File: src/logic/led_regs_pkg.sv
// Purpose: Constants and types for the LED driver config/status register bank
// Assumes: Byte-wide register port fed by a serial-bus front end
// Notes: Channel index 0 is blue, 1 green, 2 red, matching status bit order
//
// Contract
// - Current codes 8-bit, 0.1 mA steps, reset 0xaf
// - PWM select bit 6: 256 Hz or 558 Hz
// - Config bit 5 enables automatic power save
// - Bits 4:3 pick charge pump mode
// - Bit 2 routes red supply to battery
// - Bits 1:0 pick controller clock source
// - Three 4-bit program counters, reset zero
// - Program counter access only during hold
// - Status bit 3 shows external clock use
// - Status bits 2:0 are channel interrupt flags
// - Status read clears all channel flags
// - Active-low interrupt pin releases after status read
// - Writing 0xff to reset register resets all
// - Soft reset write gets no acknowledge
// - Output control bit 2 makes interrupt pin output
// - Bit 0 sets interrupt pin level as output
// - Execution code 00 means hold
package led_regs_pkg;

    localparam int NUM_CH = 3;
    localparam int PC_W = 4;
    localparam int CH_BLUE = 0;
    localparam int CH_GREEN = 1;
    localparam int CH_RED = 2;

    localparam logic [7:0] ADDR_GREEN_CURRENT = 8'h06;
    localparam logic [7:0] ADDR_BLUE_CURRENT = 8'h07;
    localparam logic [7:0] ADDR_CONFIG = 8'h08;
    localparam logic [7:0] ADDR_RED_PC = 8'h09;
    localparam logic [7:0] ADDR_GREEN_PC = 8'h0a;
    localparam logic [7:0] ADDR_BLUE_PC = 8'h0b;
    localparam logic [7:0] ADDR_STATUS = 8'h0c;
    localparam logic [7:0] ADDR_SOFT_RESET = 8'h0d;
    localparam logic [7:0] ADDR_GPO_CTRL = 8'h0e;

    localparam logic [7:0] CURRENT_RESET = 8'haf;
    localparam logic [7:0] CONFIG_RESET = 8'h00;
    localparam logic [7:0] GPO_RESET = 8'h00;
    localparam logic [7:0] READ_ZERO = 8'h00;
    localparam logic [PC_W-1:0] PC_RESET = 4'h0;
    localparam logic [NUM_CH-1:0] IRQ_NONE = 3'h0;
    localparam logic [7:0] SOFT_RESET_KEY = 8'hff;

    typedef enum logic [1:0] {
        EXECUTION_CONTROL_HOLD = 2'b00,
        EXECUTION_CONTROL_STEP = 2'b01,
        EXECUTION_CONTROL_RUN = 2'b10,
        EXECUTION_CONTROL_ONCE = 2'b11
    } execution_control_t;

    typedef enum logic [1:0] {
        PUMP_OFF = 2'b00,
        PUMP_BYPASS_1X = 2'b01,
        PUMP_GAIN_1P5X = 2'b10,
        PUMP_AUTO = 2'b11
    } pump_mode_t;

    typedef enum logic [1:0] {
        CLK_SRC_EXTERNAL = 2'b00,
        CLK_SRC_INTERNAL = 2'b01,
        CLK_SRC_AUTO = 2'b10,
        CLK_SRC_INTERNAL_ALT = 2'b11
    } clk_src_t;

    typedef struct packed {
        logic reserved;
        logic pwm_clock_select;
        logic power_save_enable;
        pump_mode_t charge_pump_mode;
        logic red_supply_to_battery;
        clk_src_t clock_source;
    } config_t;

    typedef struct packed {
        logic [3:0] reserved;
        logic external_clock_in_use;
        logic [NUM_CH-1:0] irq_flags;
    } status_t;

    typedef struct packed {
        logic [4:0] reserved;
        logic irq_pin_as_output;
        logic general_output_pin;
        logic irq_pin_level;
    } gpo_ctrl_t;

    typedef struct packed {
        logic [7:0] addr;
        logic wr;
        logic rd;
        logic [7:0] wdata;
    } reg_req_t;

endpackage

File: src/logic/channel_pc.sv
// Purpose: One channel program counter with hold-gated host access
// Assumes: Engine loads only while not in hold
// Notes: Host write outside hold is dropped silently
`timescale 1ns/100ps
module channel_pc
    import led_regs_pkg::*;
#(
    parameter int W = PC_W
) (
    input wire logic clk, // Core clock
    input wire logic rst_n, // Async reset, active low
    input wire logic soft_clear, // Soft reset pulse
    input execution_control_t execution_control_mode, // Channel execution control
    input wire logic host_wr, // Host write to this counter
    input wire logic [W-1:0] host_wdata, // Host write value
    input wire logic engine_load, // Engine updates counter
    input wire logic [W-1:0] engine_value, // Engine counter value
    output logic in_hold, // Channel is in hold
    output logic [W-1:0] pc_value // Current counter
);

    typedef struct packed {
        logic [W-1:0] pc;
    } pc_state_t;

    pc_state_t state_ff;
    pc_state_t nxt_state;

    assign in_hold = (execution_control_mode == EXECUTION_CONTROL_HOLD);
    assign pc_value = state_ff.pc;

    always_comb begin
        nxt_state = state_ff;
        if (soft_clear) begin
            nxt_state.pc = W'(PC_RESET);
        end else if (host_wr && in_hold) begin
            nxt_state.pc = host_wdata;
        end else if (engine_load && !in_hold) begin
            nxt_state.pc = engine_value;
        end
    end

    always_ff @(posedge clk or negedge rst_n) begin
        if (!rst_n) begin
            state_ff.pc <= W'(PC_RESET);
        end else begin
            state_ff <= nxt_state;
        end
    end

endmodule // channel_pc

File: src/logic/led_regs.sv
// Purpose: Config, status, soft reset and output control registers
// Assumes: Bus front end gives one-cycle read/write strobes per byte
// Notes: Counter write spacing is left to the host
`timescale 1ns/100ps
module led_regs
    import led_regs_pkg::*;
(
    input wire logic clk, // Core clock, 125 MHz
    input wire logic rst_n, // Async reset, active low
    input reg_req_t bus_req, // Register request from bus front end
    output logic bus_ack, // Write acknowledge, same cycle
    output logic [7:0] bus_rdata, // Read data
    output logic bus_rvalid, // Read data valid pulse
    input execution_control_t [NUM_CH-1:0] execution_control, // Per-channel execution code
    input wire logic [NUM_CH-1:0] engine_pc_load, // Engine counter update
    input wire logic [NUM_CH-1:0][PC_W-1:0] engine_pc_value, // Engine counter values
    input wire logic [NUM_CH-1:0] channel_irq_event, // Channel interrupt pulses
    input wire logic external_clock_present, // Slow clock detector result
    input wire logic slow_pwm_tick, // 256 Hz tick from slow clock
    input wire logic fast_pwm_tick, // 558 Hz tick from oscillator
    output logic pwm_tick, // Selected PWM tick
    output logic [7:0] green_current_level, // Green current code
    output logic [7:0] blue_current_level, // Blue current code
    output logic pwm_clock_select, // PWM clock select
    output logic power_save_enable, // Power save enable
    output pump_mode_t charge_pump_mode, // Charge pump mode
    output logic red_supply_to_battery, // Red supply from battery
    output clk_src_t clock_source, // Controller clock source
    output logic external_clock_in_use, // External slow clock in use
    output logic [NUM_CH-1:0][PC_W-1:0] program_counter, // Counters to engines
    output logic irq_pin_out, // Interrupt pin level
    output logic irq_pin_oe, // Interrupt pin drive enable
    output logic general_output_pin // General output pin
);

    typedef struct packed {
        logic [7:0] green_cur;
        logic [7:0] blue_cur;
        config_t cfg;
        logic [NUM_CH-1:0] irq_flags;
        logic ext_in_use;
        gpo_ctrl_t general_output_control;
        logic [7:0] rdata;
        logic rvalid;
    } reg_state_t;

    localparam reg_state_t STATE_RESET = '{
        green_cur: CURRENT_RESET,
        blue_cur: CURRENT_RESET,
        cfg: config_t'(CONFIG_RESET),
        irq_flags: IRQ_NONE,
        ext_in_use: 1'b0,
        general_output_control: gpo_ctrl_t'(GPO_RESET),
        rdata: READ_ZERO,
        rvalid: 1'b0
    };

    reg_state_t state_ff;
    reg_state_t nxt_state;

    logic soft_reset_hit;
    logic addr_mapped;
    logic [NUM_CH-1:0] pc_wr;
    logic [NUM_CH-1:0] pc_hold;
    logic [NUM_CH-1:0] pc_rd_sel;
    logic [NUM_CH-1:0][PC_W-1:0] pc_val;

    assign soft_reset_hit = bus_req.wr && (bus_req.addr == ADDR_SOFT_RESET)
                            && (bus_req.wdata == SOFT_RESET_KEY);
    assign addr_mapped = (bus_req.addr >= ADDR_GREEN_CURRENT) && (bus_req.addr <= ADDR_GPO_CTRL);
    // Bank itself leaves the ack out for the reset key write
    assign bus_ack = bus_req.wr && addr_mapped && !soft_reset_hit;

    genvar ch;
    generate
        for (ch = 0; ch < NUM_CH; ch++) begin : g_pc
            localparam logic [7:0] PC_ADDR = ADDR_BLUE_PC - 8'(ch);
            assign pc_wr[ch] = bus_req.wr && (bus_req.addr == PC_ADDR);
            assign pc_rd_sel[ch] = (bus_req.addr == PC_ADDR);
            channel_pc #(
                .W(PC_W)
            ) u_pc (
                .clk(clk),
                .rst_n(rst_n),
                .soft_clear(soft_reset_hit),
                .execution_control_mode(execution_control[ch]),
                .host_wr(pc_wr[ch]),
                .host_wdata(bus_req.wdata[PC_W-1:0]),
                .engine_load(engine_pc_load[ch]),
                .engine_value(engine_pc_value[ch]),
                .in_hold(pc_hold[ch]),
                .pc_value(pc_val[ch])
            );
        end
    endgenerate

    always_comb begin
        logic [7:0] rd_mux;
        logic [NUM_CH-1:0] flags_clr;
        status_t stat;
        rd_mux = READ_ZERO;
        flags_clr = IRQ_NONE;
        stat = '0;
        nxt_state = state_ff;

        // Clock in use follows the source field and the detector in auto
        case (state_ff.cfg.clock_source)
            CLK_SRC_EXTERNAL: nxt_state.ext_in_use = 1'b1;
            CLK_SRC_INTERNAL: nxt_state.ext_in_use = 1'b0;
            CLK_SRC_AUTO: nxt_state.ext_in_use = external_clock_present;
            CLK_SRC_INTERNAL_ALT: nxt_state.ext_in_use = 1'b0;
            default: nxt_state.ext_in_use = 1'b0;
        endcase

        stat.external_clock_in_use = state_ff.ext_in_use;
        stat.irq_flags = state_ff.irq_flags;

        case (bus_req.addr)
            ADDR_GREEN_CURRENT: rd_mux = state_ff.green_cur;
            ADDR_BLUE_CURRENT: rd_mux = state_ff.blue_cur;
            ADDR_CONFIG: rd_mux = state_ff.cfg;
            ADDR_RED_PC, ADDR_GREEN_PC, ADDR_BLUE_PC: rd_mux = READ_ZERO;
            ADDR_STATUS: rd_mux = stat;
            ADDR_GPO_CTRL: rd_mux = state_ff.general_output_control;
            default: rd_mux = READ_ZERO;
        endcase
        for (int i = 0; i < NUM_CH; i++) begin
            // Counter reads outside hold show zero; value may be in motion
            if (pc_rd_sel[i] && pc_hold[i]) begin
                rd_mux = {{(8-PC_W){1'b0}}, pc_val[i]};
            end
        end

        nxt_state.rvalid = bus_req.rd;
        if (bus_req.rd) begin
            nxt_state.rdata = rd_mux;
        end
        if (bus_req.rd && (bus_req.addr == ADDR_STATUS)) begin
            flags_clr = {NUM_CH{1'b1}};
        end
        // A new event in the clearing cycle survives
        nxt_state.irq_flags = (state_ff.irq_flags & ~flags_clr) | channel_irq_event;

        if (bus_req.wr) begin
            case (bus_req.addr)
                ADDR_GREEN_CURRENT: nxt_state.green_cur = bus_req.wdata;
                ADDR_BLUE_CURRENT: nxt_state.blue_cur = bus_req.wdata;
                ADDR_CONFIG: begin
                    nxt_state.cfg = config_t'(bus_req.wdata);
                    nxt_state.cfg.reserved = 1'b0;
                end
                ADDR_GPO_CTRL: begin
                    nxt_state.general_output_control = gpo_ctrl_t'(bus_req.wdata);
                    nxt_state.general_output_control.reserved = '0;
                end
                default: nxt_state.cfg = state_ff.cfg;
            endcase
        end

        if (soft_reset_hit) begin
            nxt_state = STATE_RESET;
        end
    end

    always_ff @(posedge clk or negedge rst_n) begin
        if (!rst_n) begin
            state_ff <= STATE_RESET;
        end else begin
            state_ff <= nxt_state;
        end
    end

    assign bus_rdata = state_ff.rdata;
    assign bus_rvalid = state_ff.rvalid;
    assign green_current_level = state_ff.green_cur;
    assign blue_current_level = state_ff.blue_cur;
    assign pwm_clock_select = state_ff.cfg.pwm_clock_select;
    assign pwm_tick = state_ff.cfg.pwm_clock_select ? fast_pwm_tick : slow_pwm_tick;
    assign power_save_enable = state_ff.cfg.power_save_enable;
    assign charge_pump_mode = state_ff.cfg.charge_pump_mode;
    assign red_supply_to_battery = state_ff.cfg.red_supply_to_battery;
    assign clock_source = state_ff.cfg.clock_source;
    assign external_clock_in_use = state_ff.ext_in_use;
    assign program_counter = pc_val;
    assign general_output_pin = state_ff.general_output_control.general_output_pin;

    // Interrupt use is open-drain low; output use drives both levels
    always_comb begin
        if (state_ff.general_output_control.irq_pin_as_output) begin
            irq_pin_out = state_ff.general_output_control.irq_pin_level;
            irq_pin_oe = 1'b1;
        end else begin
            irq_pin_out = 1'b0;
            irq_pin_oe = |state_ff.irq_flags;
        end
    end

endmodule // led_regs

File: config.mk
export PLATFORM = sky130hd
export DESIGN_NAME = led_regs
export DESIGN_NICKNAME = d
export VERILOG_FILES = /design/src/logic/led_regs_pkg.sv /design/src/logic/channel_pc.sv /design/src/logic/led_regs.sv
export SDC_FILE = /design/constraint.sdc
export NUM_CORES = 1
export LEC_CHECK = 0
export BUFFER_PORTS_ARGS = -buffer_cell sky130_fd_sc_hd__buf_2
export CAP_MARGIN = 40
export CORE_ASPECT_RATIO = 1.25
export CORE_MARGIN = 5
export CORE_UTILIZATION = 52
export CTS_BUF_LIST = sky130_fd_sc_hd__clkbuf_2 sky130_fd_sc_hd__clkbuf_4 sky130_fd_sc_hd__clkbuf_8
export DETAILED_ROUTE_END_ITERATION = 7
export PLACE_DENSITY_LB_ADDON = 0.25
export SYNTH_ARGS = -nofsm -noshare
export SYNTH_HDL_FRONTEND = slang
export SYNTH_SLANG_ARGS = --single-unit
File: constraint.sdc
create_clock -name clk -period 1.8 [get_ports clk]
set_input_delay 0.27 -clock clk [delete_from_list [all_inputs] [get_ports clk]]
set_output_delay 0.27 -clock clk [all_outputs]
set_load 0.02 [all_outputs]
## Word level (Yosys, flattened, before mapping)

Cells that the tools add are included.
Widths: inputs -> output; s select.

- Register bits after elaboration: 57

- $lt $le $gt $ge: 2
- Equal/unequal tests: 13
- Mux-type cells: 26
- Bitwise operators: 3
- Reduce and logical (&&, ||, !) cells: 41

Operators by type and width:

| cell | count |
|---|---|
| $mux 8 | 9 |
| $eq 8x4->1 const B | 7 |
| $mux 45 | 1 |
| $pmux 8 s5 | 1 |
| $mux 4 | 9 |
| $mux 24 | 1 |
| $logic_and 1x1->1 | 18 |
| $eq 8x3->1 const B | 2 |
| $reduce_bool 2->1 | 6 |
| $reduce_bool 3->1 | 3 |
| $eq 8x8->1 const B | 1 |
| $ge 8x3->1 const B | 1 |
| $le 8x4->1 const B | 1 |
| $logic_not 2->1 | 4 |
| $reduce_and 2->1 | 4 |
| $eq 2x2->1 const B | 2 |
| $logic_not 1->1 | 4 |
| $and 3x3->3 | 1 |
| $mux 1 | 3 |
| $mux 3 | 1 |
| $not 3->3 | 1 |
| $or 3x3->3 | 1 |
| $pmux 1 s3 | 1 |
| $reduce_or 3->1 | 1 |
| 2 further kinds | 2 |

## Depth between registers and ports, before layout

Gate-level depths: netlist of the first run.

- Word-level depth: 7
- Depth in mapped cells: 7
- Mapped depth without buffers: 5

## Modules after synthesis

Synthesis of the first run repeated with hierarchy kept, for this count alone.

- Cell total of the unflattened synthesis: 353
- Area, all modules: 3326.9 um^2

Modules (own cells, without submodules):

| module | times used | cells each | area each (um^2) | seq. area each (um^2) |
|---|---|---|---|---|
| led_regs | 1 | 302 | 2688.8 | 991.0 |
| channel_pc | 3 | 17 | 212.7 | 100.1 |

## Least setup slack after synthesis of the first run

OpenSTA, ideal clock, no wires.

- Kind: input -> register
- Start point: in bus_req[16] (netlist name)
- End point: reg g_pc[1].u_pc.state_ff (netlist bit g_pc[1].u_pc.pc_value[0])
- Arrival: 1.604 ns
- Data required time: 1.662 ns
- Setup slack: 0.058 ns
- Stages on the path: 5
- Path buffers: 1
- Path through: nor4_4 -> nand2_2 -> nor4_4 -> buf_2 -> a211oi_1

- Longest elaborated chain between the ends: 5
- Elaborated cells on any way between the ends: 9
- Those cells by class: eq/ne (2); mux (2); reduce/logical (5)

RTL lines:

| what | RTL line | RTL |
|---|---|---|
| from (decl) | led_regs.sv:10 | `input reg_req_t bus_req,` |
| $eq 8x4->1 | led_regs.sv:78 | `assign pc_wr[ch] = bus_req.wr && (bus_req.addr == PC_ADDR);` |
| $logic_and 1x1->1 | led_regs.sv:78 |  |
| $logic_and 1x1->1 | channel_pc.sv:36 | `end else if (host_wr && in_hold) begin` |
| $mux 4 | channel_pc.sv:36 |  |
| $mux 4 | channel_pc.sv:34 | `if (soft_clear) begin` |
| to (signal assigned) | channel_pc.sv:47 | `state_ff <= nxt_state;` |
| to (decl) | channel_pc.sv:26 | `pc_state_t state_ff;` |

Parallel ways exist; a longest one is shown, timed or not.
A chain may end at the register's enable or synchronous reset.

## Worst setup path in the final report of the first run

- Start point: reg state_ff[20] (netlist name)
- End point: out irq_pin_oe

- Longest elaborated chain between the ends: 2

RTL lines:

| what | RTL line | RTL |
|---|---|---|
| from (decl) | led_regs.sv:58 | `reg_state_t state_ff;` |
| from (signal assigned) | led_regs.sv:169 | `state_ff <= nxt_state;` |
| $reduce_or 3->1 | led_regs.sv:194 | `irq_pin_oe = \|state_ff.irq_flags;` |
| $mux 1 | led_regs.sv:189 | `if (state_ff.general_output_control.irq_pin_as_output) begin` |
| to (decl) | led_regs.sv:32 | `output logic irq_pin_oe,` |

No other way between the ends.

==> reports/metrics.cfg, run 1 <==
[timing]
maxSlewViolCount = 0
finalClockSkew_ps = 8.146
hold_viol_final = 0
max_slew.worst_pin.slew_ps = 468.4
fin_hold_ws_ps = 196.2
slew_headroom_pct = 68.56
min_period_ps = 1711
max_freq_mhz = 584.4
finalCritPeriodShare_pct = 95.07
grt_setup_unrepaired = false
setup_slack_ps = 88.73
setup_violations = 0

[placement]
gp_congestion = 0.9544
place_ws_ps = -20.54
dpl.hpwl_um = 6188
io_buffer_count = 96

[critical_path]
cp-end-kind = output port
worstPathRequired_ps = 1530
rr_endpoint = bus_rdata[3]
worstPathArrival_ps = 1440
cp_max_fo = 3
crit_type = register to output port
crit_chain = or4_1 -> buf_2
max_stage_delay_ps = 550
reg2reg_from = charge_pump_mode[0]
critPathSlowestCell = or4_1
start_kind = register
rr_worst_depth = 5
reg2reg_slack_ps = 220

[synthesis]
ys_types = 41
yosys.area_share.simple_pct = 18.31
yosys_most_used_dff = dfrtp_1
synth_top_family_by_area = simple AND/OR/NAND/NOR gates
ys_seq_elements = 51
synth_top_area_share_pct = 33.45
synthXorXnorAreaFrac_pct = 0
synth-edff-count = 0
syn_area_mm2 = 0.002918
synthArstFlopShare_pct = 100.0
seq_area_frac_synth_pct = 44.25
yosys_warnings = 0
syn_inst = 299
synthMuxAreaShare_pct = 12.65
synth_area_leader_cell = dfrtp_1
synth_compound_area_share_pct = 14.28
synth_adder_area_share_pct = 0
synth.area.top_cells = dfrtp_1 (33%), dfstp_2 (11%), mux2i_1 (9.9%)
synth.avg_cell_area_um2 = 9.759
synth_nets = 346

[worst_hold_path]
hold_path.class = input port to register
holdCritStartpoint = channel_irq_event[0]
min_path_cells = 3
hold-path-endpoint = state_ff[18]

[run_status]
status = finished clean

[global_route]
grt_max_degree = 52
grt_pass1_wl_um = 13000
antenna_found_initial = 0
overflow = 0
grt_pass1_vias = 2601
grt_use_total_pct = 22.69

[layout]
regArea_mm2 = 0.001291
fillers = 469
mostFrequentLayoutCells = buf_2 (96), nor2_1 (54), dfrtp_1 (39), mux2i_1 (29), buf_4 (24)
multi_input_comb_area_mm2 = 0.001320
area_delta_synth_final_pct = 20.50
drive_gt1_share_pct = 40.78
diodes = 0
nNetsFinal = 431
final_common_cell = buf_2

[floorplanning]
start_util_pct = 53.61
chipHeight_um = 93.75
row_count = 30
die_area_mm2 = 0.007219
die_x_um = 77
design.core.area_mm2 = 0.005443
io_pins = 97

[pwr]
p_leak_nw = 1.819
power_mw = 2.466
powerDensity_mw_per_mm2 = 701.3
ir_drop_uv = 430.5

[clock_tree]
path_clk_slew_ps = 90
cts_resized = 0
numCtsBuffers = 5
clock_tree.root_cell = clkbuf_8
tritoncts = yes
clock_path_buffers = 2
cts.sinks = 51
htree_num_levels = 2
clock_latency_ps = 300

[drt]
dr.pass1.iters = 5
wirelength_um = 8012
vias = 2530
drc = 0
wire_per_inst_um = 17.84
ant_nets = 0
drtIter0Drc = 245
drt-vias-per-instance = 5.635

[job]
cap_violations = 0

-- state kept, by name, indices dropped and copies added (netlist names) --
name / cells
g_pc.u_pc.pc_value: 12
blue_current_level: 8
bus_rdata: 8
green_current_level: 8
state_ff: 5
charge_pump_mode: 2
clock_source: 2
bus_rvalid: 1
external_clock_in_use: 1
general_output_pin: 1
power_save_enable: 1
pwm_clock_select: 1
red_supply_to_battery: 1
-- timing repair --
| action | 4_1_cts | 5_1_grt |
|---|---|---|
| hold endpoints to repair | 39 | 0 |
| hold buffers | 1 | 0 |
| endpoints found under the setup margin | 0 | 1 |
| buffers inserted | 0 | 1 |
-- report_power, final --
group          switching, mW  internal (mW)  total [mW]
Clock                  0.366          0.326       0.693
Sequential            0.0633           1.23        1.30
Combinational          0.280          0.195       0.475
-- per-layer routing --
layer / GRT usage, % / share of wire (%) / vias up
li1: - / - / 1217
met1: 27.42 / 39 / 1198
met2: 39.38 / 52 / 105
met3: 5.758 / 7.4 / 10
met4: 7.450 / 1.6 / 0
met5: 0 / 0 / -
-- synthesized netlist by cell type, drive strengths merged, types with 2 or more instances --
library cell,number
nor4b,3
dfrtp,39
a22oi,6
or4,3
nor3,4
a222oi,4
dfstp,12
and2,5
nand2b,3
clkbuf,9
mux2i,29
o22ai,2
inv,5
o221a,2
o21ai,7
a21oi,17
mux2,7
nor2b,4
buf,36
nand3,4
nor2,54
a211oi,13
nand4,4
nor4,2
nand2,10
a22o,4
o32ai,3
-- worst max-delay path: cells and delay by family, from the launching register on --
kind	cells	cell delay [ps]
buf+inv	1	180
flops	1	410
simple gates	1	550
-- per-stage QoR --
step           utilization [%]  setup TNS, ps  cell area, um2  std cells
3_5_place_dp             62.53         -58.59            3403        439
4_1_cts                  64.46              0            3508        448
2_1_floorplan                -              0            2918        299
5_1_grt                  64.60              0            3516        449
6_report                 64.60              0            3516        449
3_3_place_gp             62.53         -49.79            3403        439
-- kinds of logic (layout without fill, tap and decap cells) --
| group | after synthesis | count (layout) |
|---|---|---|
| AO/OA/AOI/OAI | 60 | 60 |
| AND/OR/NAND/NOR | 102 | 102 |
| flip-flops | 51 | 51 |
| buffers and inverters | 50 | 136 |
| multiplexers | 36 | 36 |
-- cell type report --
type	instances	share of cell area, %
clock buffers	7	2.562
clock inverters	1	0.1423
inverters	5	0.5338
multi-input cells	198	37.54
flip-flops and latches	51	36.73
well taps	64	2.278
repair buffers	123	20.21
-- worst max path at each step --
stage / from / end / slack, ps / cells past startpoint
after floorplan: bus_req[16] / g_pc[1].u_pc.pc_value[0] / 60 / 5
after global placement: bus_req[16] / state_ff[9] / -20 / 6
after detailed placement: bus_req[16] / general_output_pin / -20 / 6
after CTS: state_ff[20] / irq_pin_oe / 80 / 2
after global routing: state_ff[20] / irq_pin_oe / 30 / 2
final: state_ff[20] / irq_pin_oe / 90 / 2
Note: power is estimated with default switching activity, not from simulation.
==> run 2: changes to the inputs <==
Settings changed: ABC_AREA set to 1, BUFFER_PORTS_ARGS -buffer_cell sky130_fd_sc_hd__buf_2 to -buffer_cell sky130_fd_sc_hd__clkbuf_2, CORE_UTILIZATION 52 to 53.
==> reports/metrics.cfg, run 2 <==
[floorplanning]
io_pins = 97  ; unchanged
design.core.area_mm2 = 0.005779  ; was 0.005443 mm2
row_count = 31  ; was 30
die_x_um = 78.66  ; was 77 um
die_area_mm2 = 0.007538  ; was 0.007219 mm2
start_util_pct = 54.04  ; was 53.61%
chipHeight_um = 95.83  ; was 93.75 um

[drt]
drt-vias-per-instance = 5.246  ; was 5.635
wirelength_um = 8333  ; was 8012 um
vias = 3048  ; was 2,530
drtIter0Drc = 195  ; was 245
wire_per_inst_um = 14.34  ; was 17.84 um
ant_nets = 0  ; unchanged
drc = 0  ; unchanged
dr.pass1.iters = 5  ; unchanged

[synthesis]
synthArstFlopShare_pct = 100.0  ; unchanged
synth_common_cells = nand2_1 (134), nor2_1 (52), inv_1 (41), dfrtp_1 (39), nand3_1 (38)  ; was nor2_1 (54), dfrtp_1 (39), mux2i_1 (29), buf_4 (28), a21oi_1 (17)
ys_types = 30  ; was 41
synth_area_leader_cell = dfrtp_1  ; unchanged
yosys_warnings = 0  ; unchanged
synth-edff-count = 0  ; unchanged
synthMostInstantiatedCell = nand2_1  ; was nor2_1
synth_top_area_share_pct = 31.25  ; was 33.45%
synth.avg_cell_area_um2 = 7.212  ; was 9.759 um2
syn_inst = 433  ; was 299
yosys_most_used_dff = dfrtp_1  ; unchanged
synth_nets = 480  ; was 346
synth.area.top_cells = dfrtp_1 (31%), nand2_1 (16%), dfstp_2 (10%)  ; was dfrtp_1 (33%), dfstp_2 (11%), mux2i_1 (9.9%)
syn_area_mm2 = 0.003123  ; was 0.002918 mm2
ys_seq_elements = 51  ; unchanged
seq_area_frac_synth_pct = 41.35  ; was 44.25%

[timing]
grt_setup_unrepaired = false  ; unchanged
slew_headroom_pct = 57.40  ; was 68.56%
max_freq_mhz = 604.4  ; was 584.4 MHz
maxSlewViolCount = 0  ; unchanged
finalClockSkew_ps = 6.560  ; was 8.146 ps
fin_hold_ws_ps = 65.28  ; was 196.2 ps
hold_viol_final = 0  ; unchanged
setup_violations = 0  ; unchanged
setup_slack_ps = 145.5  ; was 88.73 ps
finalCritPeriodShare_pct = 91.92  ; was 95.07%
fin_setup_tns_ps = 0  ; unchanged
min_period_ps = 1654  ; was 1711 ps
max_slew.worst_pin.slew_ps = 638.9  ; was 468.4 ps

[layout]
final_cells = 581  ; was 449
drive_gt1_share_pct = 28.74  ; was 40.78%
nNetsFinal = 561  ; was 431
largest_reg_flops = 12  ; unchanged
area_delta_synth_final_pct = 16.75  ; was 20.50%
mostFrequentLayoutCells = nand2_1 (134), clkbuf_2 (96), nor2_1 (52), inv_1 (41), dfrtp_1 (39)  ; was buf_2 (96), nor2_1 (54), dfrtp_1 (39), mux2i_1 (29), buf_4 (24)
diodes = 0  ; unchanged
final_common_cell = nand2_1  ; was buf_2

[critical_path]
max_stage_delay_ps = 510  ; was 550 ps
crit_chain = or4_1 -> clkbuf_2  ; was or4_1 -> buf_2
cp-end-kind = output port  ; unchanged
cp_max_fo = 3  ; unchanged
critPathSlowestCell = or4_1  ; unchanged
start_kind = register  ; unchanged
crit_type = register to output port  ; unchanged
worstPathRequired_ps = 1530  ; about the same
worstPathArrival_ps = 1380  ; was 1440 ps

[placement]
io_buffer_count = 96  ; unchanged
placedCellCount = 573  ; was 439
place_ws_ps = 140.0  ; was -20.54 ps
gp_congestion = 0.9019  ; was 0.9544
dpl.hpwl_um = 6623  ; was 6188 um

[pwr]
powerDensity_mw_per_mm2 = 706.6  ; was 701.3 mW/mm2
ir_drop_uv = 362.6  ; was 430.5 uV
p_leak_nw = 2.094  ; was 1.819 nW

[global_route]
grt_pass1_wl_um = 13990  ; was 13,000 um
antenna_found_initial = 0  ; unchanged
grt_max_degree = 52  ; unchanged
grt_use_total_pct = 23.60  ; was 22.69%
grt_pass1_vias = 2904  ; was 2,601
overflow = 0  ; unchanged

[worst_hold_path]
hold_path.class = input port to asynchronous set/reset pin  ; was input port to register

[clock_tree]
numCtsBuffers = 5  ; unchanged
cts.sinks = 51  ; unchanged
cts_resized = 0  ; unchanged
cts_setup_buffers = 0  ; unchanged
clock_tree.root_cell = clkbuf_8  ; unchanged
clock_path_buffers = 2  ; unchanged
clock_latency_ps = 310  ; was 300 ps
cts_hold_buf = 0  ; was 1
tritoncts = yes  ; unchanged
path_clk_slew_ps = 90  ; about the same
htree_num_levels = 2  ; unchanged

[run_status]
status = finished clean  ; unchanged

[job]
cap_violations = 0  ; unchanged

## run 2: metrics by stage
step	util [%]	area [um2]	total power, mW
floorplan	-	3123	1.589
global placement	61.12	3532	1.766
detailed placement	61.12	3532	1.774
CTS	63.09	3646	2.583
global route	63.09	3646	2.696
finish	63.09	3646	2.576
## run 2: worst max-delay path: cells and delay by family (launching register included)
family / cells / cell delay [ps]
AND/OR/NAND/NOR: 1 / 510
flip-flops: 1 / 400
buffers and inverters: 1 / 170
## run 2: power breakdown
group          total, mW  internal, mW  leakage (nW)  switching [mW]
clock              0.826         0.447        0.0593           0.379
combinational      0.454         0.152          1.42           0.302
sequential          1.30          1.23         0.611          0.0638
total               2.58          1.83          2.09           0.745
## run 2: cells by family after synthesis
family	share of synthesized area [%]
buf+inv	13.94
compound gates	7.652
simple gates	37.06
flops	41.35
## run 2: path summary, 6_finish.rpt
path / startpoint / end / slack (ps) / cells past startpoint
setup / recovery: state_ff[20] / irq_pin_oe / 150 / 2
hold / removal: rst_n / general_output_pin / 70 / 2
setup reg to reg: state_ff[9] / bus_rdata[0] / 700 / 6
hold reg to reg: bus_rdata[5] / bus_rdata[5] / 480 / 2
max in group asynchronous: rst_n / state_ff[11] / 1310 / 2
min in group clk: channel_irq_event[0] / state_ff[18] / 190 / 3
## run 2: area by class of cell
type	count	area, um2
clock inverters	1	30.03
repair buffers	109	590.6
flip-flops and latches	51	1291
fillers	531	2133
well taps	66	82.58
clock buffers	7	83.83
inverters	45	171.4
multi-input cells	302	1396
## run 2: per-layer routing
layer	GRT usage [%]	wire, um
met5	0	0
met4	9.621	188
met3	4.307	693
met2	38.17	3954
met1	31.34	3496
